===== src/rtl/eat_pkg.sv =====
// Package: constants for the external bus acknowledge termination block
package eat_pkg;
  // Time-out window in system clock cycles
  localparam int unsigned TIMEOUT_CYCLES = 1024;
  localparam logic [10:0] TIMEOUT_LAST = 11'h03FF;
  // Chip select numbering
  localparam int unsigned NUM_CS = 6;
  localparam logic [2:0] EDGE_CS = 3'h5;
  localparam logic [2:0] SHARED_ACK_CS = 3'h4;
  // Insensitivity interval: code 0..3 maps to 2..5 cycles
  localparam logic [2:0] SAMPLE_DELAY_MIN = 3'h2;
  // Wait-state field width and the edge-mode marker value
  localparam int unsigned WSC_W = 6;
  localparam logic [5:0] WSC_EDGE = 6'h3F;
  localparam logic [5:0] WSC_LEVEL_MIN = 6'h02;
  localparam logic [3:0] CSN_LEVEL_MAX = 4'h2;
  // Transfer state machine
  typedef enum logic [2:0] {
    ST_IDLE = 3'b000,
    ST_INSENS = 3'b001,
    ST_WAIT = 3'b010,
    ST_EDGE = 3'b011,
    ST_NEGATE = 3'b100
  } eat_state_t;
endpackage : eat_pkg


===== src/rtl/eat_ack_term.sv =====
// External bus acknowledge termination: edge and level modes, time-out
//
// Overview of operation
// - With acknowledge enabled a cycle not ended within 1024 clocks errors.
// - Two modes exist, rising edge and level with an insensitivity delay.
// - Acknowledge applies only to asynchronous cycles, sync bit kept clear.
// - In edge mode a rising acknowledge edge in time ends the transfer.
// - Edge mode is available only on chip select 5.
// - A nonzero assert/negate delay makes back-to-back cycles need new edges.
// - In level mode acknowledge is ignored for 2 to 5 clocks per delay field.
// - High acknowledge after the delay lets the programmed wait states run.
// - Low acknowledge after the delay stalls until high, within the time-out.
// - Acknowledge going low after the insensitivity delay in level mode pauses the transfer.
// - Level mode is usable on every chip select except number 4.
`timescale 1ns/10ps
module eat_ack_term
  import eat_pkg::*;
(
  // Clock and reset
  input wire logic clk,
  input wire logic rstn,
  // Internal request
  input wire logic reqValid,
  input wire logic [2:0] reqCs,
  // Per chip select configuration (selected one)
  input wire logic syncMode,
  input wire logic extendedWaitBit,
  input wire logic [5:0] waitStateCount,
  input wire logic [3:0] csAssertDelay,
  input wire logic [3:0] csNegateDelay,
  input wire logic [1:0] ackSampleDelay,
  // Global configuration
  input wire logic ackEdgeEnable,
  // External pin
  input wire logic transferAckIn,
  // Outputs
  output logic busy,
  output logic csActive,
  output logic strobeActive,
  output logic done,
  output logic busError
);
  eat_state_t state_q;
  logic [10:0] toCnt_q;
  logic [5:0] waitCnt_q;
  logic [2:0] insCnt_q;
  logic [3:0] negCnt_q;
  logic busy_q, csActive_q, strobe_q, done_q, err_q;
  logic ackRise;
  logic edgeMode, levelMode, timeout;
  logic abandon, finishWait, endXfer;
  logic [10:0] edgeWait_q;

  eat_rise_detect u_rise (
    .clk(clk),
    .rstn(rstn),
    .level(transferAckIn),
    .rise(ackRise)
  );

  // edge mode or level mode picked from the configuration
  // edge mode only on chip select 5, only asynchronous, enabled globally
  assign edgeMode = ackEdgeEnable && !syncMode && reqCs == EDGE_CS &&
                    waitStateCount == WSC_EDGE;
  // level mode on any select except the shared one
  assign levelMode = !ackEdgeEnable && !syncMode && extendedWaitBit &&
                     reqCs != SHARED_ACK_CS;
  // time-out after 1024 cycles in an acknowledged transfer
  assign timeout = toCnt_q == TIMEOUT_LAST;
  // level cycle given up when time-out hits with acknowledge low
  assign abandon = state_q == ST_WAIT && levelMode && timeout &&
                   !transferAckIn;
  // wait states used up while acknowledge lets the cycle run
  assign finishWait = state_q == ST_WAIT && waitCnt_q == 6'h00 &&
                      (!levelMode || transferAckIn);
  // Transfer ends on this edge in either mode
  assign endXfer = abandon || finishWait ||
                   (state_q == ST_EDGE && (ackRise || timeout));

  // Transfer state machine
  always_ff @(posedge clk) begin
    if (!rstn) begin
      state_q <= ST_IDLE;
    end else begin
      case (state_q)
        ST_IDLE: begin
          if (reqValid) begin
            if (edgeMode) begin
              state_q <= ST_EDGE;
            end else begin
              state_q <= ST_INSENS;
            end
          end
        end
        ST_INSENS: begin
          if (insCnt_q == 3'h1) begin
            state_q <= ST_WAIT;
          end
        end
        ST_WAIT: begin
          if (levelMode && timeout && !transferAckIn) begin
            state_q <= ST_NEGATE;
          // high acknowledge lets wait states finish
          end else if (waitCnt_q == 6'h00 &&
                       (!levelMode || transferAckIn)) begin
            state_q <= ST_NEGATE;
          end
        end
        ST_EDGE: begin
          // rising edge ends transfer; time-out abandons it
          if (ackRise || timeout) begin
            state_q <= ST_NEGATE;
          end
        end
        ST_NEGATE: begin
          // negate gap forces a fresh edge before the next cycle
          if (negCnt_q == 4'h0) begin
            state_q <= ST_IDLE;
          end
        end
        default: state_q <= ST_IDLE;
      endcase
    end
  end

  // Insensitivity counter, 2..5 cycles
  always_ff @(posedge clk) begin
    if (!rstn) begin
      insCnt_q <= 3'h0;
    end else if (state_q == ST_IDLE) begin
      insCnt_q <= SAMPLE_DELAY_MIN + {1'b0, ackSampleDelay};
    end else if (state_q == ST_INSENS) begin
      insCnt_q <= insCnt_q - 3'h1;
    end
  end

  // Wait-state counter
  always_ff @(posedge clk) begin
    if (!rstn) begin
      waitCnt_q <= 6'h00;
    end else if (state_q == ST_IDLE) begin
      waitCnt_q <= waitStateCount;
    // low acknowledge stalls the wait count
    end else if (state_q == ST_WAIT && waitCnt_q != 6'h00 &&
                 (!levelMode || transferAckIn)) begin
      waitCnt_q <= waitCnt_q - 6'h01;
    end
  end

  // Time-out counter, runs only in the edge and wait states
  always_ff @(posedge clk) begin
    if (!rstn) begin
      toCnt_q <= 11'h000;
    end else if (state_q == ST_IDLE) begin
      toCnt_q <= 11'h000;
    end else if ((state_q == ST_EDGE || state_q == ST_WAIT) && !timeout) begin
      toCnt_q <= toCnt_q + 11'h001;
    end
  end

  // Cycles spent in the edge wait, for the bound check only
  always_ff @(posedge clk) begin
    if (!rstn || state_q != ST_EDGE) begin
      edgeWait_q <= 11'h000;
    end else begin
      edgeWait_q <= edgeWait_q + 11'h001;
    end
  end

  // Negate gap counter
  always_ff @(posedge clk) begin
    if (!rstn) begin
      negCnt_q <= 4'h0;
    end else if (state_q == ST_IDLE) begin
      negCnt_q <= (csNegateDelay > csAssertDelay) ? csNegateDelay
                                                  : csAssertDelay;
    end else if (state_q == ST_NEGATE && negCnt_q != 4'h0) begin
      negCnt_q <= negCnt_q - 4'h1;
    end
  end

  // Outputs
  always_ff @(posedge clk) begin
    if (!rstn) begin
      busy_q <= 1'b0;
      csActive_q <= 1'b0;
      strobe_q <= 1'b0;
      done_q <= 1'b0;
      err_q <= 1'b0;
    end else begin
      busy_q <= state_q != ST_IDLE || reqValid;
      // select and strobe drop together with done
      csActive_q <= (state_q == ST_IDLE) ? reqValid
                    : (state_q != ST_NEGATE && !endXfer);
      strobe_q <= (state_q == ST_IDLE) ? reqValid
                  : (state_q != ST_NEGATE && !endXfer);
      done_q <= 1'b0;
      err_q <= 1'b0;
      if (state_q == ST_EDGE && (ackRise || timeout)) begin
        done_q <= 1'b1;
        err_q <= timeout && !ackRise;
      end else if (state_q == ST_WAIT) begin
        if (levelMode && timeout && !transferAckIn) begin
          done_q <= 1'b1;
          err_q <= 1'b1;
        end else if (waitCnt_q == 6'h00 && (!levelMode || transferAckIn)) begin
          done_q <= 1'b1;
        end
      end
    end
  end

  assign busy = busy_q;
  assign csActive = csActive_q;
  assign strobeActive = strobe_q;
  assign done = done_q;
  assign busError = err_q;

  // Assertions
  // error comes with done
  a_error_has_done: assert property (
      @(posedge clk) disable iff (!rstn) busError |-> done)
    else $error("error without done");
  a_timeout_error: assert property (
      @(posedge clk) disable iff (!rstn)
      (state_q == ST_EDGE && timeout && !ackRise) |=> busError)
    else $error("edge time-out not flagged");
  a_edge_done: assert property (
      @(posedge clk) disable iff (!rstn)
      (state_q == ST_EDGE && ackRise) |=> done && !busError)
    else $error("edge did not end transfer");
  // edge wait only on select 5
  a_edge_only_cs5: assert property (
      @(posedge clk) disable iff (!rstn)
      (state_q == ST_IDLE && reqValid && reqCs != EDGE_CS) |=>
      state_q != ST_EDGE)
    else $error("edge mode on wrong select");
  a_insens_wait: assert property (
      @(posedge clk) disable iff (!rstn)
      (state_q == ST_IDLE && reqValid && !edgeMode) |=>
      state_q == ST_INSENS [*2])
    else $error("insensitivity too short");
  // longest setting gives five quiet cycles
  a_insens_long: assert property (
      @(posedge clk) disable iff (!rstn)
      (state_q == ST_IDLE && reqValid && !edgeMode && ackSampleDelay == 2'h3)
      |=> state_q == ST_INSENS [*5] ##1 state_q == ST_WAIT)
    else $error("insensitivity not five cycles");
  a_level_stall: assert property (
      @(posedge clk) disable iff (!rstn)
      (state_q == ST_WAIT && levelMode && !transferAckIn && !timeout) |=>
      !done)
    else $error("ended while acknowledge low");
  // wait count frozen in a stall
  a_stall_hold: assert property (
      @(posedge clk) disable iff (!rstn)
      (state_q == ST_WAIT && levelMode && !transferAckIn && waitCnt_q != 0)
      |=> waitCnt_q == $past(waitCnt_q))
    else $error("wait ran in stall");
  // high acknowledge lets wait states run
  a_wait_count: assert property (
      @(posedge clk) disable iff (!rstn)
      (state_q == ST_WAIT && levelMode && transferAckIn && waitCnt_q != 0)
      |=> waitCnt_q == $past(waitCnt_q) - 6'h01)
    else $error("wait state not counted");
  a_level_timeout: assert property (
      @(posedge clk) disable iff (!rstn)
      (state_q == ST_WAIT && levelMode && timeout && !transferAckIn) |=>
      busError)
    else $error("level time-out not flagged");
  a_error_cause: assert property (
      @(posedge clk) disable iff (!rstn) busError |-> $past(timeout))
    else $error("error without time-out");
  a_timeout_bound: assert property (
      @(posedge clk) disable iff (!rstn) toCnt_q <= TIMEOUT_LAST)
    else $error("time-out counter overrun");
  // edge wait never outlasts the window
  a_edge_bounded: assert property (
      @(posedge clk) disable iff (!rstn) edgeWait_q <= TIMEOUT_CYCLES)
    else $error("edge wait too long");
  a_done_pulse: assert property (
      @(posedge clk) disable iff (!rstn) done |=> !done)
    else $error("done held too long");
  a_negate_after: assert property (
      @(posedge clk) disable iff (!rstn) busError |-> !strobeActive)
    else $error("strobe held on error");
  a_cs_released: assert property (
      @(posedge clk) disable iff (!rstn) done |-> !csActive)
    else $error("select held at end");
  a_gap_kept: assert property (
      @(posedge clk) disable iff (!rstn)
      (state_q == ST_NEGATE && negCnt_q != 0) |=> state_q == ST_NEGATE)
    else $error("negate gap cut short");
  // synchronous cycles never wait on an edge
  a_sync_no_edge: assert property (
      @(posedge clk) disable iff (!rstn)
      (state_q == ST_IDLE && reqValid && syncMode) |=> state_q != ST_EDGE)
    else $error("edge mode in sync cycle");
  a_shared_cs_plain: assert property (
      @(posedge clk) disable iff (!rstn)
      (state_q == ST_WAIT && reqCs == SHARED_ACK_CS && waitCnt_q == 6'h00)
      |=> done && !busError)
    else $error("shared select stalled");
  c_edge_end: cover property (@(posedge clk) state_q == ST_EDGE && ackRise);
  c_level_stall: cover property (@(posedge clk)
    state_q == ST_WAIT && levelMode && !transferAckIn);
  c_timeout: cover property (@(posedge clk) busError);
endmodule : eat_ack_term


===== src/rtl/eat_rise_detect.sv =====
// Rising edge detector on a synchronous level input
`timescale 1ns/10ps
module eat_rise_detect (
  // Clock and reset
  input wire logic clk,
  input wire logic rstn,
  // Level in, edge out
  input wire logic level,
  output logic rise
);
  logic prev_q;

  // Previous level
  always_ff @(posedge clk) begin
    if (!rstn) begin
      prev_q <= 1'b1;
    end else begin
      prev_q <= level;
    end
  end

  // Low to high transition
  assign rise = level & ~prev_q;
endmodule : eat_rise_detect


===== config.mk =====
export PLATFORM = sky130hd
export DESIGN_NAME = eat_ack_term
export DESIGN_NICKNAME = d
export VERILOG_FILES = /design/src/rtl/eat_pkg.sv /design/src/rtl/eat_ack_term.sv /design/src/rtl/eat_rise_detect.sv
export SDC_FILE = /design/constraint.sdc
export NUM_CORES = 1
export LEC_CHECK = 0
export BUFFER_PORTS_ARGS = -buffer_cell sky130_fd_sc_hd__buf_4
export CAP_MARGIN = 25
export CORE_AREA = 2 2 70 72
export DETAILED_ROUTE_END_ITERATION = 10
export DIE_AREA = 0 0 72 74
export PLACE_DENSITY = 0.65
export SETUP_SLACK_MARGIN = 0.4
export SLEW_MARGIN = 20
export SYNTH_ARGS = -nofsm -noshare
export SYNTH_HDL_FRONTEND = slang
export SYNTH_SLANG_ARGS = --single-unit
export TNS_END_PERCENT = 50

===== constraint.sdc =====
create_clock -name clk -period 2 [get_ports clk]
set_input_delay 0.3 -clock clk [delete_from_list [all_inputs] [get_ports clk]]
set_output_delay 0.3 -clock clk [all_outputs]
set_load 0.01 [all_outputs]

======== Word-level counts from Yosys, hierarchy flattened ========
Index checks and enable logic that the tools add are counted.
Widths: inputs -> output; s select.
word-level totals
  bits in writable memories ............... 0
  bits in latches ......................... 0
  memories ................................ 0
  output and inout port bits .............. 5
  bits in read-only memories .............. 0
  register bits ........................... 32
cells by class
  multiply operators ...................... 0
  shift operators ......................... 0
  magnitude comparators ................... 1
  add/subtract/negate cells ............... 5
  reduce and logical (&&, ||, !) cells .... 45
  mux-type cells .......................... 23
  equality and inequality tests ........... 15
  divide/modulo/power cells ............... 0
  bitwise logic cells ..................... 3
operators by type and width
  kind                   count
  $mux 3                 8
  $logic_and 1x1->1      21
  $pmux 3 s5             1
  $mux 4                 3
  $mux 6                 2
  $add 11x1->11 const B  1
  $eq 11x10->1 const B   1
  $mux 1                 8
  $logic_not 1->1        7
  $eq 3x1->1 const B     2
  $eq 3x2->1 const B     2
  $eq 3x3->1 const B     2
  $eq 6x6->1 const B     1
  $logic_not 6->1        1
  $logic_or 1x1->1       6
  $ne 2x2->1 const B     3
  $ne 3x3->1 const B     2
  $reduce_bool 2->1      3
  $reduce_bool 6->1      1
  $sub 6x1->6 const B    1
  $reduce_and 5->1       1
  $gt 4x4->1             1
  $logic_not 4->1        1
  $reduce_bool 4->1      1
  other kinds (11)       12

======== Longest topological paths before layout ========
  depth in word-level cells ............... 12
  mapped depth ............................ 7
  gate-level depth less buffers ........... 7

======== Cells and area by module ========
A second synthesis with hierarchy kept.
second synthesis, totals
  cells, all modules ...................... 225
  area, all modules ....................... 1933.1 um2
modules (own cells, without submodules)
  module           sequential area each (um2)  area each (um2)  cells each  instances
  eat_ack_term     620.6                       1893.1           222         1
  eat_rise_detect  20.0                        40.0             3           1

======== Least setup slack after synthesis ========
OpenSTA, ideal clock, no wires.
  kind .................................... input-to-reg
  start point ............................. in reqCs[0]
  end point ............................... reg waitCnt_q[3]
  library setup time ...................... 0.058 ns
  buffers on the path ..................... 0
  setup slack ............................. 0.420 ns
  data arrival time ....................... 1.522 ns
  stages on the path ...................... 5
  cells stage by stage .................... or3b_4 a211o_4 nor2_8 mux2i_1 o21a_1
between the ends
  word-level cells in the longest chain between the ends .. 6
ends and longest elaborated chain
  element                             line                 text
  start: declaration                  eat_ack_term.sv:24   input wire logic [2:0] reqCs,
  $ne 3x3->1                          eat_ack_term.sv:67   reqCs != SHARED_ACK_CS;
  $logic_and 1x1->1                   eat_ack_term.sv:66   assign levelMode = !ackEdgeEnable && !syncMode && extendedWaitBit &&
  $logic_not 1->1                     eat_ack_term.sv:145  (!levelMode || transferAckIn)) begin
  $logic_or 1x1->1                    eat_ack_term.sv:145
  $logic_and 1x1->1                   eat_ack_term.sv:144  end else if (state_q == ST_WAIT && waitCnt_q != 6'h00 &&
  $reduce_bool 2->1 (no source line)  n/a
  end signal: assignment              eat_ack_term.sv:142  waitCnt_q <= waitStateCount;
  end signal: assignment              eat_ack_term.sv:146  waitCnt_q <= waitCnt_q - 6'h01;
  end: declaration                    eat_ack_term.sv:45   logic [5:0] waitCnt_q;
Every way passes these cells.
A chain may end at the register's enable or synchronous reset.

======== Worst setup path in the final report ========
  start point ............................. reg state_q[1]
  end point ............................... reg waitCnt_q[1]
between the ends
  word-level cells in the longest chain between the ends .. 4
  elaborated cells on any way between the ends .. 6
ends and longest elaborated chain
  element                             line                 text
  start: declaration                  eat_ack_term.sv:43   eat_state_t state_q;
  start signal: assignment            eat_ack_term.sv:83   state_q <= ST_IDLE;
  start signal: assignment            eat_ack_term.sv:89   state_q <= ST_EDGE;
  start signal: assignment            eat_ack_term.sv:91   state_q <= ST_INSENS;
  $eq 3x2->1                          eat_ack_term.sv:144
  $logic_and 1x1->1 (2 in a row)      eat_ack_term.sv:144
  $reduce_bool 2->1 (no source line)  n/a
Parallel ways exist; a longest one is shown, timed or not.

==> flow_summary.html <==
<table>
<tr><th>Metric</th><th>Value</th></tr>
<tr><th colspan="2">Setup path</th></tr>
<tr><td>Crit path DAT</td><td>1.76 ns</td></tr>
<tr><td>Category of the critical setup timing path</td><td>flip-flop to flip-flop</td></tr>
<tr><td>Kind of end point of the critical path</td><td>flip-flop</td></tr>
<tr><td>Req. time, crit path</td><td>2.19 ns</td></tr>
<tr><td>Startpoint type of the worst setup path</td><td>flip-flop</td></tr>
<tr><td>Cells on worst reg2reg path</td><td>5</td></tr>
<tr><td>Biggest fanout along the worst timing path</td><td>9</td></tr>
<tr><th colspan="2">Clock tree</th></tr>
<tr><td>Number of H-tree levels</td><td>2</td></tr>
<tr><td>Number of buffers created by CTS</td><td>5</td></tr>
<tr><td>Insertion delay of the later-clocked pin in the worst-skew pair</td><td>0.28 ns</td></tr>
<tr><td>CTS clock-pin slew for the worst setup and hold paths</td><td>0.07 ns</td></tr>
<tr><td>Sinks on Clock Net</td><td>32</td></tr>
<tr><td>Clock root buffer</td><td>sky130_fd_sc_hd__clkbuf_8</td></tr>
<tr><td>Clock tree from TritonCTS</td><td>built</td></tr>
<tr><td>Worst-case clock buffer depth</td><td>2</td></tr>
<tr><th colspan="2">Synth</th></tr>
<tr><td>Netlist area before placement</td><td>1890 µm²</td></tr>
<tr><td>Average size of a mapped cell</td><td>8.31 µm²</td></tr>
<tr><td>Async set-reset flop share out of synthesis</td><td>0%</td></tr>
<tr><td>Sequential-to-total area share from yosys stat</td><td>34.0%</td></tr>
<tr><td>Distinct cell type count after synthesis</td><td>49</td></tr>
<tr><td>Synthesis Warnings</td><td>0</td></tr>
<tr><td>Top cell types by occurrence after synthesis</td><td>sky130_fd_sc_hd__dfxtp_1 (32), sky130_fd_sc_hd__nor2_1 (23), sky130_fd_sc_hd__nand2_1 (22)</td></tr>
<tr><td>Cells after synthesis</td><td>227</td></tr>
<tr><td>Library cell with the highest instance count after synthesis</td><td>sky130_fd_sc_hd__dfxtp_1</td></tr>
<tr><td>Register bit count reported by yosys</td><td>32</td></tr>
<tr><td>Biggest area contributors in the synthesized netlist</td><td>sky130_fd_sc_hd__dfxtp_1 (34%), sky130_fd_sc_hd__ha_1 (6.6%), sky130_fd_sc_hd__nor2_1 (4.6%), sky130_fd_sc_hd__nand2_1 (4.4%), sky130_fd_sc_hd__mux2i_1 (3.7%)</td></tr>
<tr><td>Primary FF master, synth</td><td>sky130_fd_sc_hd__dfxtp_1</td></tr>
<tr><td>Post-Syn Nets</td><td>263</td></tr>
<tr><td>Dominant cell type by area after synthesis</td><td>sky130_fd_sc_hd__dfxtp_1</td></tr>
<tr><td>Top-area cell type share of the netlist area</td><td>34.0%</td></tr>
<tr><td>Number of flops mapped to enable cells by yosys</td><td>0</td></tr>
<tr><th colspan="2">Global route</th></tr>
<tr><td>Met2 Usage GRT</td><td>26.9%</td></tr>
<tr><td>Fraction of met1 tracks used by global routing</td><td>21.2%</td></tr>
<tr><td>Met3 track demand over resource</td><td>4.34%</td></tr>
<tr><td>Number of antenna violations at the first check in global routing</td><td>0</td></tr>
<tr><td>Largest net degree at the start of global routing</td><td>13</td></tr>
<tr><td>First-pass GRT wire length</td><td>6850 µm</td></tr>
<tr><td>GRT overflow</td><td>0</td></tr>
<tr><td>Total global routing track utilization</td><td>16.6%</td></tr>
<tr><td>GRT Max-Usage Layer</td><td>met2</td></tr>
<tr><td>Number of global-route vias before repair</td><td>1551</td></tr>
<tr><th colspan="2">Timing</th></tr>
<tr><td>Fmax</td><td>640 MHz</td></tr>
<tr><td>Largest clock skew in the final design</td><td>0.00432 ns</td></tr>
<tr><td>Setup repair after global routing missed its margin</td><td>true</td></tr>
<tr><td>Time the worst path needs with I/O delays and setup</td><td>1.56 ns</td></tr>
<tr><td>Transition at the pin with the smallest max-transition slack</td><td>0.399 ns</td></tr>
<tr><td>Setup-violating endpoint count in the final report</td><td>0</td></tr>
<tr><td>Hold Fails Final Rpt</td><td>0</td></tr>
<tr><td>Final period utilization</td><td>78.1%</td></tr>
<tr><td>Fin Setup TNS</td><td>0 ns</td></tr>
<tr><td>Post-route worst hold slack</td><td>0.240 ns</td></tr>
<tr><td>Relative slew slack</td><td>73.4%</td></tr>
<tr><td>Pins over their slew limit</td><td>0</td></tr>
<tr><th colspan="2">Power</th></tr>
<tr><td>Switch Pwr</td><td>0.000569 W</td></tr>
<tr><td>Combinational share of power</td><td>26.3%</td></tr>
<tr><td>Internal power component</td><td>0.00137 W</td></tr>
<tr><td>Switching part of the total</td><td>29.3%</td></tr>
<tr><td>Leak pwr</td><td>0.962 nW</td></tr>
<tr><td>Sequential Power Share</td><td>38.7%</td></tr>
<tr><td>Peak ir drop on the vdd network</td><td>366 µV</td></tr>
<tr><td>Pwr Density</td><td>831 nW/µm²</td></tr>
<tr><td>Clock power share</td><td>35.0%</td></tr>
<tr><th colspan="2">Cells and area</th></tr>
<tr><td>Number of diodes added for antenna fixing</td><td>0</td></tr>
<tr><td>Layout cells sized above 1</td><td>27.4%</td></tr>
<tr><td>Final core utilization</td><td>50.8%</td></tr>
<tr><td>Nets@finish</td><td>298</td></tr>
<tr><td>Area growth, synth to finish</td><td>23.8%</td></tr>
<tr><td>Storage cell area</td><td>644 µm²</td></tr>
<tr><td>Area occupied by multi-input gates</td><td>1160 µm²</td></tr>
<tr><td>Fillcell total</td><td>461</td></tr>
<tr><th colspan="2">Die</th></tr>
<tr><td>Count of boundary I/O pins</td><td>31</td></tr>
<tr><td>Die ar.</td><td>5330 µm²</td></tr>
<tr><td>Die height</td><td>74 µm</td></tr>
<tr><td>Initial core utilization</td><td>41.0%</td></tr>
<tr><td>Core Box Area</td><td>4600 µm²</td></tr>
<tr><td>Die span in x</td><td>72 µm</td></tr>
<tr><td>FP Rows</td><td>25</td></tr>
<tr><th colspan="2">Routing</th></tr>
<tr><td>Post-detailed-route DRC marker count</td><td>0</td></tr>
<tr><td>DRC marker count from the first detailed-route iteration</td><td>89</td></tr>
<tr><td>Drt wl/cell</td><td>13.0 µm</td></tr>
<tr><td>Vias per std cell</td><td>5.39</td></tr>
<tr><td>Total iterations of the first detailed-routing run</td><td>4</td></tr>
<tr><td>Routed vias</td><td>1708</td></tr>
<tr><td>Wirelength, routed</td><td>4140 µm</td></tr>
<tr><td>ANT nets after route</td><td>0</td></tr>
<tr><th colspan="2">Flow run</th></tr>
<tr><td>Number of max-cap violations</td><td>0</td></tr>
<tr><th colspan="2">Place</th></tr>
<tr><td>DP Wirelength</td><td>3000 µm</td></tr>
<tr><td>Routability Congestion</td><td>0.753</td></tr>
<tr><td>Number of buffers inserted by port buffering</td><td>30</td></tr>
<tr><th colspan="2">Status</th></tr>
<tr><td>Result of the run</td><td>finished clean</td></tr>
<tr><th colspan="2">Hold path</th></tr>
<tr><td>Number of stages on the worst hold path</td><td>2</td></tr>
<tr><td>Type of the most critical hold path</td><td>input port to flip-flop</td></tr>
</table>
-- cells in the final DEF, fill, tap and decap left out, types with 3 or more instances in the layout --
cell,netlist,routed
sky130_fd_sc_hd__buf_4,1,36
sky130_fd_sc_hd__dfxtp_1,32,29
sky130_fd_sc_hd__nor2_1,23,22
sky130_fd_sc_hd__nand2_1,22,20
sky130_fd_sc_hd__inv_1,14,14
sky130_fd_sc_hd__a21oi_1,13,13
sky130_fd_sc_hd__ha_1,10,10
sky130_fd_sc_hd__nand3_1,9,9
sky130_fd_sc_hd__o21ai_0,9,9
sky130_fd_sc_hd__nor3_1,8,8
sky130_fd_sc_hd__mux2i_1,7,7
sky130_fd_sc_hd__clkbuf_8,2,7
sky130_fd_sc_hd__xor2_1,6,6
sky130_fd_sc_hd__a211oi_1,5,4
sky130_fd_sc_hd__or3_1,4,4
sky130_fd_sc_hd__and3_1,4,4
sky130_fd_sc_hd__nand4_1,4,4
sky130_fd_sc_hd__nand2b_1,4,4
sky130_fd_sc_hd__xnor2_1,3,3
sky130_fd_sc_hd__dfxtp_2,0,3
-- state kept, by name (all words and copies together) (netlist names) --
name / count
waitCnt_q: 6
busy: 1
toCnt_q: 11
insCnt_q: 3
done: 1
negCnt_q: 4
strobeActive: 1
u_rise.prev_q: 1
busError: 1
state_q: 3
-- power groups by stage --
stage | Combinational, W | Clock [W] | Sequential (W)
final | 0.000511 | 0.000679 | 0.000752
after global routing | 0.000577 | 0.000718 | 0.000761
after CTS | 0.000504 | 0.000700 | 0.000748
after detailed placement | 0.000500 | 0 | 0.000761
after global placement | 0.000491 | 0 | 0.000761
after floorplan | 0.000379 | 0 | 0.000748
-- final timing paths --
kind	slack [ns]	from	endpoint
setup / recovery	0.44	state_q[1]$_SDFFE_PN0P_	waitCnt_q[1]$_SDFFE_PN0P_
hold / removal	0.24	transferAckIn	u_rise.prev_q$_SDFF_PN1_
setup reg to reg	0.44	state_q[1]$_SDFFE_PN0P_	waitCnt_q[1]$_SDFFE_PN0P_
hold reg to reg	0.45	insCnt_q[1]$_SDFFE_PN0P_	insCnt_q[1]$_SDFFE_PN0P_
-- layer usage --
| layer | vias up | share of wire, % | wire length [µm] |
|---|---|---|---|
| met2 | 38 | 47 | 1930 |
| li1 | 877 | - | - |
| met1 | 788 | 47 | 1930 |
| met5 | - | 0 | 0 |
| met3 | 5 | 4.8 | 198 |
| met4 | 0 | 1.7 | 70 |
-- critical path, stage by stage (launching register included) --
cell	delay, ns
sky130_fd_sc_hd__dfxtp_2	0.39
sky130_fd_sc_hd__or2b_4	0.32
sky130_fd_sc_hd__a211o_4	0.31
sky130_fd_sc_hd__nor2_8	0.16
sky130_fd_sc_hd__nor2_1	0.08
sky130_fd_sc_hd__a221oi_2	0.21
-- final cells by class --
type / instances / share of cell area (%)
Clock buffer: 7 / 4.12
Timing Repair Buffer: 37 / 12.1
Tap cell: 54 / 2.89
Multi-Input combinational cell: 172 / 49.8
Clock inverter: 1 / 1.29
Sequential cell: 32 / 27.6
Inverter: 14 / 2.25
-- cell families after synthesis --
kind of cell	synth area share [%]
AO/OA/AOI/OAI	16.8
XOR/XNOR	4.18
adder cells (fa/ha/maj)	6.63
buffers and inverters	5.90
flip-flops	34.0
multiplexers	3.71
AND/OR/NAND/NOR	28.8
-- per-stage QoR --
stage	worst slack (ns)	total power, W	cells	cell area, µm²
global route	0.387	0.00206	317	2340
global placement	0.260	0.00125	306	2150
CTS	0.396	0.00195	317	2300
finish	0.437	0.00194	317	2340
floorplan	0.420	0.00113	227	1890
detailed placement	0.222	0.00126	306	2150
-- repair_timing --
item,in CTS,in global routing
gates resized for setup,1,13
hold buffers,0,0
cloned,0,0
buffers inserted,3,0
hold endpoints to repair,0,0
pin swaps,2,2
setup endpoints to repair,11,22
Note: power is estimated with default switching activity, not from simulation.
